## src/logic/pdc_consts.svh

```systemverilog
// Register offsets, field positions, reset values and reserved divider code of the synthesizer configuration
`ifndef PDC_CONSTS_SVH
`define PDC_CONSTS_SVH
// Register byte offsets on the control port
`define PDC_ADDR_REF_OUT 8'h3C
`define PDC_ADDR_FBDIV_A 8'h3D
`define PDC_ADDR_FBDIV_B 8'h3E
`define PDC_ADDR_OSC_BIAS 8'h3F
`define PDC_ADDR_EMPH 8'h48
`define PDC_ADDR_TRIG 8'h57
// Reset values
`define PDC_RST_REF_OUT 8'h01
`define PDC_RST_FBDIV_A 8'h00
`define PDC_RST_FBDIV_B 8'h20
`define PDC_RST_OSC_BIAS 8'h4F
`define PDC_RST_EMPH 8'h00
`define PDC_RST_TRIG 8'h00
// Field positions
`define PDC_REF_EN_BIT 0
`define PDC_DIV1_LSB 0
`define PDC_DIV2_LSB 2
`define PDC_DIV3_LSB 0
`define PDC_BIAS_LSB 0
`define PDC_EMPH_LSB 0
// Reserved divider code
`define PDC_DIV_CODE_RSVD 2'h3
`endif

```

## src/logic/pdc_pkg.sv

```systemverilog
// Types shared by the synthesizer configuration block
package pdc_pkg;
   // Decoded first- or second-stage divide ratio
   typedef logic [2:0] pdc_ratio_t;
   // Register index
   typedef enum logic [2:0] {
      PDC_REG_REF = 3'h0,
      PDC_REG_DA = 3'h1,
      PDC_REG_DB = 3'h3,
      PDC_REG_BIAS = 3'h2,
      PDC_REG_EMPH = 3'h6,
      PDC_REG_TRIG = 3'h7,
      PDC_REG_NONE = 3'h5
   } pdc_reg_e;
endpackage : pdc_pkg

```

## src/logic/pdc_regs.sv

```systemverilog
// Synthesizer feedback divider and reference output configuration registers
//
// Operation
// - Reference output follows enable bit and synth pin
// - Reference enable bit resets to one
// - Second divider codes 0,1,2 give 1,2,4
// - First divider codes 0,1,2 give 5,4,3
// - First divider output feeds second divider
// - Third divider ratio equals its binary value
// - Third divider resets to thirty-two
// - One pre-emphasis level drives every lane
`timescale 1ns/1ps
`include "pdc_consts.svh"

module pdc_regs
   import pdc_pkg::*;
#(
   parameter int LANES = 8
) (
   // Clock and reset
   input wire logic clk,
   input wire logic rst_n,
   // Register write/read port
   input wire logic wr_en,
   input wire logic [7:0] addr,
   input wire logic [7:0] wdata,
   output logic [7:0] rdata,
   // Synthesizer enable pin (asynchronous)
   input wire logic synth_enable_pin,
   // Synthesizer controls
   output logic ref_clock_output_pins,
   output logic [2:0] first_div_ratio,
   output logic [2:0] second_div_ratio,
   output logic [5:0] third_div_ratio,
   output logic [5:0] cascade_ratio,
   output logic [6:0] oscillator_bias_level,
   output logic [4*LANES-1:0] lane_pre_emphasis,
   output logic [7:0] trigger_ctrl
);

   // Parameter check: the lane fan-out serves one to eight lanes
   if (LANES < 1 || LANES > 8) begin : g_chk
      $error("LANES must be 1 to 8");
   end

   // Reference output control; bit 0 enables the output, bits 7:1 reserved
   logic [7:0] ref_r;
   // First divider code in bits 1:0, second divider code in bits 3:2
   logic [7:0] da_r;
   // Third divider ratio in bits 5:0
   logic [7:0] db_r;
   // Oscillator bias level in bits 6:0
   logic [7:0] bias_r;
   // Common lane pre-emphasis level in bits 3:0
   logic [7:0] emph_r;
   // Trigger output control, kept whole for the trigger logic downstream
   logic [7:0] trig_r;
   // Enable pin, first synchroniser stage; read by the second stage only
   logic pin_s1_r;
   // Enable pin, second synchroniser stage; the only copy logic may read
   logic pin_s2_r;

   // Address decode used by write and read paths
   function automatic pdc_reg_e dec(input logic [7:0] a);
      if (a == `PDC_ADDR_REF_OUT) dec = PDC_REG_REF;
      else if (a == `PDC_ADDR_FBDIV_A) dec = PDC_REG_DA;
      else if (a == `PDC_ADDR_FBDIV_B) dec = PDC_REG_DB;
      else if (a == `PDC_ADDR_OSC_BIAS) dec = PDC_REG_BIAS;
      else if (a == `PDC_ADDR_EMPH) dec = PDC_REG_EMPH;
      else if (a == `PDC_ADDR_TRIG) dec = PDC_REG_TRIG;
      else dec = PDC_REG_NONE;
   endfunction : dec

   // First stage code to ratio
   function automatic pdc_ratio_t ratio1(input logic [1:0] c);
      case (c)
         2'h0: ratio1 = 3'h5;
         2'h1: ratio1 = 3'h4;
         2'h2: ratio1 = 3'h3;
         default: ratio1 = 3'h5; // Reserved code holds the default
      endcase
   endfunction : ratio1

   // Second stage code to ratio
   function automatic pdc_ratio_t ratio2(input logic [1:0] c);
      case (c)
         2'h0: ratio2 = 3'h1;
         2'h1: ratio2 = 3'h2;
         2'h2: ratio2 = 3'h4;
         default: ratio2 = 3'h1; // Reserved code holds the default
      endcase
   endfunction : ratio2

   // Decoded target of this cycle's access, shared by writes and readback
   wire pdc_reg_e sel = dec(addr);

   // Per-register write strobes; an unmapped address strobes none,
   // so such a write is dropped without any effect
   wire wr_ref_w = wr_en && (sel == PDC_REG_REF);
   wire wr_da_w = wr_en && (sel == PDC_REG_DA);
   wire wr_db_w = wr_en && (sel == PDC_REG_DB);
   wire wr_bias_w = wr_en && (sel == PDC_REG_BIAS);
   wire wr_emph_w = wr_en && (sel == PDC_REG_EMPH);
   wire wr_trig_w = wr_en && (sel == PDC_REG_TRIG);

   // Next register values; all eight bits, reserved ones too, are kept as written
   wire [7:0] ref_nxt = wr_ref_w ? wdata : ref_r;
   wire [7:0] da_nxt = wr_da_w ? wdata : da_r;
   wire [7:0] db_nxt = wr_db_w ? wdata : db_r;
   wire [7:0] bias_nxt = wr_bias_w ? wdata : bias_r;
   wire [7:0] emph_nxt = wr_emph_w ? wdata : emph_r;
   wire [7:0] trig_nxt = wr_trig_w ? wdata : trig_r;

   // Field views of the stored registers
   wire ref_en_w = ref_r[`PDC_REF_EN_BIT]; // Reference output enable
   wire [1:0] div1_code_w = da_r[`PDC_DIV1_LSB +: 2]; // First divider code
   wire [1:0] div2_code_w = da_r[`PDC_DIV2_LSB +: 2]; // Second divider code
   // A third ratio of zero is unsupported; it passes through unchecked and
   // keeping it out is left to software
   wire [5:0] div3_val_w = db_r[`PDC_DIV3_LSB +: 6]; // Third divider ratio
   wire [6:0] bias_val_w = bias_r[`PDC_BIAS_LSB +: 7]; // Oscillator bias level
   wire [3:0] emph_val_w = emph_r[`PDC_EMPH_LSB +: 4]; // Common emphasis level

   // Decoded divide ratios; a reserved code falls back to the default ratio
   wire [2:0] r1_w = ratio1(div1_code_w);
   wire [2:0] r2_w = ratio2(div2_code_w);
   // The first stage feeds the second, so the overall ratio is their product;
   // the largest product is 5 x 4 = 20, well inside six bits
   wire [5:0] casc_w = 6'(r1_w * r2_w);

   // Readback of the addressed register, reserved bits included;
   // unmapped addresses read zero
   wire [7:0] rdata_nxt = (sel == PDC_REG_REF) ? ref_r :
                          (sel == PDC_REG_DA) ? da_r :
                          (sel == PDC_REG_DB) ? db_r :
                          (sel == PDC_REG_BIAS) ? bias_r :
                          (sel == PDC_REG_EMPH) ? emph_r :
                          (sel == PDC_REG_TRIG) ? trig_r : 8'h00;

   // Reference output runs only while enabled and the synchronised pin is high
   wire ref_out_nxt = ref_en_w & pin_s2_r;

   // One common emphasis level fanned out to every lane at once;
   // there is no way to give a single lane its own level
   wire [4*LANES-1:0] lanes_nxt;
   genvar gi;
   for (gi = 0; gi < LANES; gi++) begin : g_lane
      assign lanes_nxt[4*gi +: 4] = emph_val_w;
   end

   // Output values held during reset, derived from the register reset values
   // so that outputs and registers can never disagree after reset
   localparam logic [7:0] RST_DA = `PDC_RST_FBDIV_A;
   localparam logic [7:0] RST_DB = `PDC_RST_FBDIV_B;
   localparam logic [7:0] RST_BIAS = `PDC_RST_OSC_BIAS;
   localparam logic [7:0] RST_EMPH = `PDC_RST_EMPH;
   localparam logic [2:0] RST_R1 = ratio1(RST_DA[`PDC_DIV1_LSB +: 2]);
   localparam logic [2:0] RST_R2 = ratio2(RST_DA[`PDC_DIV2_LSB +: 2]);
   localparam logic [5:0] RST_R3 = RST_DB[`PDC_DIV3_LSB +: 6];
   localparam logic [5:0] RST_CASC = 6'(RST_R1 * RST_R2);
   localparam logic [6:0] RST_BIAS_VAL = RST_BIAS[`PDC_BIAS_LSB +: 7];
   localparam logic [3:0] RST_EMPH_VAL = RST_EMPH[`PDC_EMPH_LSB +: 4];

   // Two-flop synchroniser for the asynchronous enable pin; left without reset
   // so the pin level is tracked from the first clock, and only the second
   // stage feeds logic
   always_ff @(posedge clk) begin
      pin_s1_r <= synth_enable_pin;
      pin_s2_r <= pin_s1_r;
   end

   // Register storage: one short process per byte, synchronous active-low reset
   // Reference output control; the enable comes up set so the output is running, whenever the
   // synchronised pin is high, before software has had any chance to write
   always_ff @(posedge clk) begin
      if (!rst_n) begin
         // Enable bit set, reserved bits clear
         ref_r <= `PDC_RST_REF_OUT;
      end else begin
         // Keep or take the written byte
         ref_r <= ref_nxt;
      end
   end

   // First and second divider codes; changes reach the outputs two edges later
   always_ff @(posedge clk) begin
      if (!rst_n) begin
         // Both codes zero: divide by five, then by one
         da_r <= `PDC_RST_FBDIV_A;
      end else begin
         // Keep or take the written byte
         da_r <= da_nxt;
      end
   end

   // Third divider ratio
   always_ff @(posedge clk) begin
      if (!rst_n) begin
         // Ratio of thirty-two
         db_r <= `PDC_RST_FBDIV_B;
      end else begin
         // Keep or take the written byte
         db_r <= db_nxt;
      end
   end

   // Oscillator bias; hardware never replaces the reset level by itself
   always_ff @(posedge clk) begin
      if (!rst_n) begin
         // Reset bias level
         bias_r <= `PDC_RST_OSC_BIAS;
      end else begin
         // Keep or take the written byte
         bias_r <= bias_nxt;
      end
   end

   // Lane pre-emphasis level
   always_ff @(posedge clk) begin
      if (!rst_n) begin
         // No emphasis
         emph_r <= `PDC_RST_EMPH;
      end else begin
         // Keep or take the written byte
         emph_r <= emph_nxt;
      end
   end

   // Trigger output control
   always_ff @(posedge clk) begin
      if (!rst_n) begin
         // Trigger output off
         trig_r <= `PDC_RST_TRIG;
      end else begin
         // Keep or take the written byte
         trig_r <= trig_nxt;
      end
   end

   // Readback register: the byte addressed on the previous edge
   always_ff @(posedge clk) begin
      if (!rst_n) begin
         // Nothing to show during reset
         rdata <= 8'h00;
      end else begin
         // Follow the address every cycle
         rdata <= rdata_nxt;
      end
   end

   // Reference output pins
   always_ff @(posedge clk) begin
      if (!rst_n) begin
         // Held off while in reset
         ref_clock_output_pins <= 1'b0;
      end else begin
         // Enable bit and synchronised pin together
         ref_clock_output_pins <= ref_out_nxt;
      end
   end

   // Divider ratio outputs; registered so the synthesizer sees clean levels,
   // at the cost of one cycle of latency after the storage register
   always_ff @(posedge clk) begin
      if (!rst_n) begin
         // Ratios of the reset codes
         first_div_ratio <= RST_R1;
         second_div_ratio <= RST_R2;
         third_div_ratio <= RST_R3;
         cascade_ratio <= RST_CASC;
      end else begin
         // Ratios of the stored codes
         first_div_ratio <= r1_w;
         second_div_ratio <= r2_w;
         third_div_ratio <= div3_val_w;
         cascade_ratio <= casc_w;
      end
   end

   // Oscillator bias level and trigger control outputs
   always_ff @(posedge clk) begin
      if (!rst_n) begin
         // Reset levels
         oscillator_bias_level <= RST_BIAS_VAL;
         trigger_ctrl <= `PDC_RST_TRIG;
      end else begin
         // Stored levels
         oscillator_bias_level <= bias_val_w;
         trigger_ctrl <= trig_r;
      end
   end

   // Lane pre-emphasis outputs
   always_ff @(posedge clk) begin
      if (!rst_n) begin
         // Reset level on every lane
         lane_pre_emphasis <= {LANES{RST_EMPH_VAL}};
      end else begin
         // Common level on every lane
         lane_pre_emphasis <= lanes_nxt;
      end
   end

endmodule : pdc_regs

```

## config.mk

```make
export PLATFORM = sky130hd
export DESIGN_NAME = pdc_regs
export DESIGN_NICKNAME = d
export VERILOG_FILES = /design/src/logic/pdc_pkg.sv /design/src/logic/pdc_regs.sv
export VERILOG_INCLUDE_DIRS = /design/src /design/src/logic
export SDC_FILE = /design/constraint.sdc
export NUM_CORES = 1
export LEC_CHECK = 0
export ABC_AREA = 1
export BUFFER_PORTS_ARGS = -buffer_cell sky130_fd_sc_hd__buf_4
export CAP_MARGIN = 10
export CORE_ASPECT_RATIO = 1.25
export CORE_UTILIZATION = 48
export CTS_CLUSTER_DIAMETER = 60
export DETAILED_ROUTE_END_ITERATION = 8
export GPL_ROUTABILITY_DRIVEN = 0
export PLACE_DENSITY = 0.72
export SYNTH_ARGS = -nofsm -noshare
export SYNTH_HDL_FRONTEND = slang
export SYNTH_SLANG_ARGS = --single-unit
```

## constraint.sdc

```tcl
create_clock -name clk -period 2.2 [get_ports clk]
set_clock_uncertainty 0.05 [all_clocks]
set_input_delay 0.22 -clock clk [delete_from_list [all_inputs] [get_ports clk]]
set_output_delay 0.22 -clock clk [all_outputs]
set_load 0.005 [all_outputs]
```

==> reports/metrics.cfg, run 1 <==
[status]
outcome = finished, final reports clean

[drt]
num_vias = 3234
vias_per_cell = 5.05
route.detailed.drc = 0
routedWlPerCell_um = 13.0
drt_iter0_markers = 209
firstDrtPassIters = 4
ant_nets = 0
wl_um = 8290

[global_routing]
antenna_found_initial = 0
grt_max_degree = 47
grt_pass1_wl_um = 13500
grt_pass1_vias = 2836
overflow = 0
grt_usage_pct = 19.5

[floorplanning]
initial_core_util_pct = 50.2
rows = 36
die_width_um = 83.5
io_pins = 94
die_h_um = 104
dieArea_um2 = 8670
core_um2 = 7930

[synthesis]
synth_top_cell_by_area = dfxtp_1
yosys_most_used_dff = dfxtp_1
synth_cell_types = 31
syn_inst = 474
syn_avg_cell_area_um2 = 8.40
synth_seq_cells = 96
synth.area.top_cells = dfxtp_1, inv_1, a21oi_1
synth_top_area_share_pct = 48.3
synth_edf_count = 0
synth_fp_nets = 503
synth_seq_area_share_pct = 48.3
synth_area_um2 = 3980
synthArstFlopShare_pct = 0
yosys_warnings = 0

[clock_tree]
tritoncts.num_buffers = 9
ctsHtreeMaxLevel = 3
tritoncts = built
clk_latency_ns = 0.36
clkTransAtPathRegs_ns = 0.09
cts-root-buf = clkbuf_8
cts_sinks = 96
clk_path_buf_depth = 2

[setup_path]
crit_buf_inv = 3
crit_path_end_kind = flop
cp-startpoint = da_r[2]
critPathMaxStageDelay_ns = 0.51
rrSetupSlack_ns = 0.05
reg2reg_depth = 9
timing.rr.start = da_r[2]
crit_path_top_delay_cell = fa_2
arrival_ns = 2.34
crit_family = adder cells
start_kind = flop
r2r_end = cascade_ratio[3]
critPathMaxFanout = 2
cp-endpoint = cascade_ratio[3]
path_cells = inv_2, ha_4, nand2_4, fa_1, inv_1, ha_2, inv_2, fa_2, nor2_1
crit_type = reg -> reg
crit_top_cell = inv_2
cp.depth = 9
worstPathRequired_ns = 2.39

[sta]
rsz0062_at_grt = true
final.min_clock_period_ns = 2.15
relSlewSlack_pct = 73.6
finalSetupViolations = 0
setup_tns_ns = 0
holdWs_ns = 0.0832
fmax_mhz = 465
slew_violations = 0
hold_viol_final = 0
timing.final.crit_share_pct = 97.7
worst_pin_slew_ns = 0.395

[run]
maxCapViolations = 0

[finish]
area_growth_pct = 20.9
n_fill_cell = 714
nets = 569
antenna-diode-count = 0
drive_above_1_share_pct = 29.7

[place]
dpl.hpwl_um = 5980
portBuffers = 93

[power]
power_leakage_nw = 2.27
peakVddDrop_uv = 373
power_density_nw_per_um2 = 672

[worst_hold_path]
hp-start = wdata[0]
min_path_type = in -> reg

==> layout by cell type (no fill, tap or decap), types with 2 or more instances in the layout <==
cell / Yosys / routed
buf_4: 28 / 99
dfxtp_1: 96 / 93
inv_1: 70 / 66
a21oi_1: 50 / 50
nand2_1: 44 / 43
o21ai_0: 42 / 41
nand3_1: 35 / 35
nor2_1: 27 / 26
clkbuf_8: 0 / 9
inv_2: 4 / 8
o21a_1: 8 / 8
o21ai_1: 6 / 7
nor2_4: 5 / 6
or2_2: 6 / 6
nand2_2: 5 / 5
o211ai_1: 5 / 5
ha_1: 7 / 4
nand2_4: 2 / 3
nand3_2: 3 / 3
o21ai_2: 3 / 3
bufinv_16: 0 / 3
dfxtp_2: 0 / 3
nor2_2: 2 / 2
nor3_2: 2 / 2
nand3_4: 2 / 2
ha_2: 0 / 2
clkinvlp_4: 0 / 2
clkbuf_1: 6 / 2
==> flip-flops by register name, indices dropped and copies added, names as in the netlist, 7 cells and up <==
| signal | flops |
|---|---|
| da_r | 8 |
| db_r | 8 |
| rdata | 8 |
| trigger_ctrl | 8 |
| bias_r | 8 |
| ref_r | 8 |
| trig_r | 8 |
| emph_r | 8 |
| oscillator_bias_level | 7 |
==> logic make-up (layout without fill, tap and decap cells) <==
group	after synthesis	count (layout)	synth area share [%]
AND/OR/NAND/NOR	134	134	17.8
buffers and inverters	119	190	14.9
XOR/XNOR	1	1	0.220
AO/OA/AOI/OAI	115	115	15.6
adder cells (fa/ha/maj)	9	9	3.20
flip-flops	96	96	48.3
==> Yosys cell counts (all sizes together) (5+ instances only) <==
cell	number
ha	7
a21oi	51
nand2	51
o21ai	51
nor2	35
buf	38
o211ai	5
inv	74
nand3	40
o21a	8
or2	6
dfxtp	96
clkbuf	7
==> metrics by stage <==
step / util (%) / worst slack [ns] / power [mW] / area, um^2 / std cells
floorplan: - / 0.100 / 1.86 / 3980 / 474
global placement: 56.9 / 0.0390 / 1.92 / 4510 / 621
detailed placement: 56.9 / -0.0336 / 1.93 / 4510 / 621
CTS: 60.3 / 0.00398 / 3.25 / 4780 / 638
global route: 60.7 / -0.0514 / 3.36 / 4810 / 640
finish: 60.7 / 0.0513 / 3.23 / 4810 / 640
==> worst reg2reg max path: cells and delay by family, from the launching register on <==
family                     cells  cell delay, ns
buffers and inverters          3            0.16
DFF                            1            0.35
adders and majority gates      4            1.40
and+or+nand+nor                2            0.09
==> area by class of cell <==
cell class | instances | area [um^2] | share of cell area (%)
clock buffer | 11 | 131 | 2.73
clock inverter | 5 | 105 | 2.18
inverter | 74 | 278 | 5.77
multi-input combinational | 259 | 1500 | 31.2
sequential | 96 | 1930 | 40.0
tap | 95 | 119 | 2.47
timing repair buffer | 100 | 753 | 15.6
==> power breakdown <==
group | leakage [nW] | switching (mW) | internal (mW)
Sequential | 0.776 | 0.00261 | 1.74
Clock | 0.110 | 0.591 | 0.756
Combinational | 1.38 | 0.0931 | 0.0493
==> metal layers <==
metal  routed length, um  global-route usage (%)  vias to the layer above
met1                3460                    23.1                     1479
met4                 167                    9.20                        0
met3                 434                    3.19                       18
li1                    -                       -                     1620
met2                4230                    34.2                      117
met5                   0                       0                        -
==> worst min-delay path by stage <==
| stage | end | slack [ns] | cells past startpoint |
|---|---|---|---|
| after floorplan | pin_s1_r | 0.20 | 0 |
| after global placement | pin_s2_r | 0.26 | 0 |
| after detailed placement | pin_s1_r | 0.28 | 1 |
| after CTS | bias_r[0] | 0.07 | 3 |
| after global routing | bias_r[0] | 0.08 | 3 |
| final | bias_r[0] | 0.08 | 3 |
==> what timing repair did <==
item	in CTS	in global routing
hold buffers	1	0
resized for setup	5	11
setup endpoints to repair	2	2
endpoints found under the hold margin	1	0
pin swaps	2	4
cloned	0	0
buffers inserted	0	2
Power figures use the tool's default switching activity.
==> run 2: changes to the inputs <==
--- a/config.mk
+++ b/config.mk
@@ -14,6 +14,7 @@
 export CTS_CLUSTER_DIAMETER = 60
 export DETAILED_ROUTE_END_ITERATION = 8
 export GPL_ROUTABILITY_DRIVEN = 0
+export GPL_TIMING_DRIVEN = 0
 export PLACE_DENSITY = 0.72
 export SYNTH_ARGS = -nofsm -noshare
 export SYNTH_HDL_FRONTEND = slang
==> reports/metrics.cfg, run 2 (synthesis results as in run 1) <==
[status]
outcome = finished, final reports clean

[drt]
num_vias = 3406
vias_per_cell = 5.00
wl_um = 9470
firstDrtPassIters = 6
ant_nets = 0
drt_iter0_markers = 203
route.detailed.drc = 0
routedWlPerCell_um = 13.9

[clock_tree]
cts-root-buf = clkbuf_8
tritoncts.num_buffers = 9
tritoncts = built
clk_path_buf_depth = 2
cts_sinks = 96
ctsHtreeMaxLevel = 3
clkTransAtPathRegs_ns = 0.09
clk_latency_ns = 0.37

[setup_path]
crit_path_top_delay_cell = fa_2
path_cells = buf_4, ha_4, nand2_1, fa_1, inv_1, ha_2, inv_2, fa_2, nor2_2
worstPathRequired_ns = 2.39
arrival_ns = 2.37
critPathMaxFanout = 3
crit_type = reg -> reg
start_kind = flop
crit_path_end_kind = flop
crit_buf_inv = 3
critPathMaxStageDelay_ns = 0.52
crit_family = adder cells

[worst_hold_path]
min_path_type = in -> reg

[power]
power_leakage_nw = 2.47
p_total_mw = 3.20
peakVddDrop_uv = 432
power_density_nw_per_um2 = 628

[sta]
hold_viol_final = 0
finalSetupViolations = 0
relSlewSlack_pct = 56.9
final.min_clock_period_ns = 2.17
rsz0062_at_grt = true
worst_pin_slew_ns = 0.647
timing.final.crit_share_pct = 98.7
setup_ws_ns = 0.0281
slew_violations = 0
fmax_mhz = 460

[global_routing]
antenna_found_initial = 0
grt_usage_pct = 22.5
overflow = 0
grt_pass1_vias = 3204
grt_pass1_wl_um = 15200
grt_max_degree = 15

[floorplanning]
dieArea_um2 = 8670
core_um2 = 7930
die_h_um = 104
rows = 36
die_width_um = 83.5
io_pins = 94
initial_core_util_pct = 50.2

[place]
portBuffers = 92
preCtsSetupSlack_ns = -0.102
dpl.hpwl_um = 6930

[finish]
final_common_cell = buf_4
nets = 610
final_cell_mix = buf_4, dfxtp_1, inv_1, a21oi_1, nand2_1
antenna-diode-count = 0
drive_above_1_share_pct = 33.4
area_growth_pct = 28.2

[run]
maxCapViolations = 0

[run 2: report_power, final]
part	internal [mW]	switching (mW)	leakage, nW
Clock	0.735	0.570	0.117
Sequential	1.74	0.00240	0.776
Combinational	0.0517	0.103	1.57
Total	2.53	0.676	2.47
[run 2: worst min-delay path: cells and delay by family]
family                 cells  cell delay (ns)
and+or+nand+nor            2             0.11
buffers and inverters      1             0.13
[run 2: layout make-up]
| class | count | area [um^2] |
|---|---|---|
| Clock buffer | 14 | 173 |
| Inverter | 74 | 280 |
| Tap cell | 95 | 119 |
| Sequential cell | 96 | 1930 |
| Clock inverter | 2 | 60.1 |
| Timing Repair Buffer | 96 | 723 |
| Fill cell | 708 | 2820 |
| Buffer | 45 | 317 |
| Multi-Input combinational cell | 259 | 1510 |
[run 2: what timing repair did]
item / in CTS / in global routing
resized for setup: 9 / 10
pin swaps: 2 / 2
hold buffers: 1 / 0
endpoints found under the setup margin: 2 / 2
hold endpoints to repair: 1 / 0
buffers inserted: 0 / 3
[run 2: final timing paths]
check	startpoint	endpoint	slack, ns	cells past startpoint
hold reg to reg	pin_s1_r	pin_s2_r	0.28	0
setup / recovery	da_r[2]	cascade_ratio[3]	0.03	9
setup reg to reg	da_r[2]	cascade_ratio[3]	0.03	9
hold / removal	wdata[0]	bias_r[0]	0.07	3
[run 2: per-stage QoR]
stage / hold slack [ns] / instances / TNS (ns) / util [%] / cell area (um^2)
global route: 0.0650 / 681 / -0.0601 / 64.4 / 5110
detailed placement: 0.265 / 661 / -0.169 / 60.4 / 4790
floorplan: 0.198 / 474 / 0 / - / 3980
finish: 0.0684 / 681 / 0 / 64.4 / 5110
global placement: 0.263 / 661 / -0.0173 / 60.4 / 4790
CTS: 0.0518 / 678 / 0 / 63.8 / 5060
[run 2: layer usage]
layer / track usage [%] / wire (um)
met1: 25.8 / 3740
met2: 37.8 / 4720
met3: 5.82 / 639
met4: 13.2 / 371
met5: 0 / 0
==> run 3: changes to the inputs <==
--- a/config.mk
+++ b/config.mk
@@ -7,11 +7,12 @@
 export NUM_CORES = 1
 export LEC_CHECK = 0
 export ABC_AREA = 1
-export BUFFER_PORTS_ARGS = -buffer_cell sky130_fd_sc_hd__buf_4
+export BUFFER_PORTS_ARGS = -buffer_cell sky130_fd_sc_hd__buf_2
 export CAP_MARGIN = 10
 export CORE_ASPECT_RATIO = 1.25
 export CORE_UTILIZATION = 48
 export CTS_CLUSTER_DIAMETER = 60
+export CTS_CLUSTER_SIZE = 14
 export DETAILED_ROUTE_END_ITERATION = 8
 export GPL_ROUTABILITY_DRIVEN = 0
 export GPL_TIMING_DRIVEN = 0
==> reports/metrics.cfg, run 3 (synthesis results as in run 1) <==
[status]
outcome = finished, final reports clean

[setup_path]
crit_path_end_kind = flop
critPathMaxFanout = 3
rrSetupSlack_ns = 0.03
crit_type = reg -> reg
arrival_ns = 2.36
start_kind = flop
worstPathRequired_ns = 2.39

[floorplanning]
die_width_um = 83.5
io_pins = 94
core_um2 = 7930
dieArea_um2 = 8670
initial_core_util_pct = 50.2
rows = 36
die_h_um = 104

[sta]
relSlewSlack_pct = 61.8
hold_viol_final = 0
setup_tns_ns = 0
slew_violations = 0
timing.final.crit_share_pct = 98.4
rsz0062_at_grt = true
worst_pin_slew_ns = 0.573
fmax_mhz = 462
final.min_clock_period_ns = 2.17
finalSetupViolations = 0

[finish]
nets = 612
area_growth_pct = 20.5
final_common_cell = buf_2
antenna-diode-count = 0
n_fill_cell = 745
drive_above_1_share_pct = 33.0
final_cell_mix = buf_2, dfxtp_1, inv_1, a21oi_1, nand2_1

[clock_tree]
clk_latency_ns = 0.37
cts_sinks = 96
clk_path_buf_depth = 2
tritoncts.num_buffers = 9
tritoncts = built
cts-root-buf = clkbuf_8
clkTransAtPathRegs_ns = 0.09
ctsHtreeMaxLevel = 3

[place]
dpl.hpwl_um = 6800
portBuffers = 92

[power]
peakVddDrop_uv = 351
power_density_nw_per_um2 = 589
p_total_mw = 2.83
power_leakage_nw = 2.40

[global_routing]
grt_max_degree = 14
antenna_found_initial = 0
grt_usage_pct = 22.1
grt_pass1_vias = 3179
overflow = 0
grt_pass1_wl_um = 15000

[worst_hold_path]
min_path_type = in -> reg

[drt]
num_vias = 3418
route.detailed.drc = 0
routedWlPerCell_um = 13.6
ant_nets = 0
wl_um = 9230
drt_iter0_markers = 189
firstDrtPassIters = 5
vias_per_cell = 5.03

[run]
maxCapViolations = 0

[run 3: changes by cell type in the layout (fill, tap and decap cells not counted), sizes merged]
cell,delta
clkinv,+2
buf,+2
clkbuf,-3
bufinv,-2
[run 3: worst paths after layout]
path,cells after the start,from,to
setup / recovery,9,da_r[2],cascade_ratio[3]
hold / removal,3,wdata[0],bias_r[0]
setup reg to reg,9,da_r[2],cascade_ratio[3]
hold reg to reg,0,pin_s1_r,pin_s2_r
[run 3: through the flow]
stage	area (um^2)	instances	util, %	worst slack, ns	hold slack (ns)
after global routing	4800	680	60.5	-0.0507	0.110
final	4800	680	60.5	0.0347	0.108
after CTS	4760	676	60.1	0.0154	0.101
after detailed placement	4560	661	57.5	-0.107	0.275
after global placement	4560	661	57.5	-0.0235	0.263
after floorplan	3980	474	-	0.100	0.198
[run 3: critical path, stage by stage, from the launching register on]
cell and delay [ns]:
dfxtp_2 0.36, inv_4 0.05, ha_4 0.26, nand2_2 0.05, fa_1 0.42, inv_1 0.07, ha_2 0.19, inv_2 0.04
fa_2 0.52, nor2_1 0.04
[run 3: cell type report]
cell class / instances / area, um^2 / area share (%)
Clock buffer: 11 / 131 / 2.74
Multi-Input combinational cell: 259 / 1510 / 31.4
Tap cell: 95 / 119 / 2.48
Inverter: 74 / 280 / 5.84
Sequential cell: 96 / 1930 / 40.1
Timing Repair Buffer: 98 / 508 / 10.6
Buffer: 45 / 317 / 6.60
Clock inverter: 2 / 10.0 / 0.209
[run 3: power breakdown]
| part | switching (mW) | internal, mW |
|---|---|---|
| Combinational | 0.102 | 0.0408 |
| Clock | 0.550 | 0.389 |
| Sequential | 0.00238 | 1.74 |
| Total | 0.654 | 2.17 |
[run 3: repair_timing]
| action | 4_1_cts | 5_1_grt |
|---|---|---|
| gates resized for setup | 12 | 5 |
| setup buffers | 1 | 4 |
| setup endpoints to repair | 2 | 2 |
| hold buffers | 1 | 0 |
| pin swaps | 0 | 1 |
| endpoints found under the hold margin | 1 | 0 |
[run 3: layer usage]
metal | GRT usage (%) | routed length (um) | up-vias
li1 | - | - | 1704
met1 | 24.9 | 3660 | 1521
met2 | 36.2 | 4420 | 151
met3 | 5.82 | 598 | 42
met4 | 15.5 | 557 | 0
met5 | 0 | 0 | -
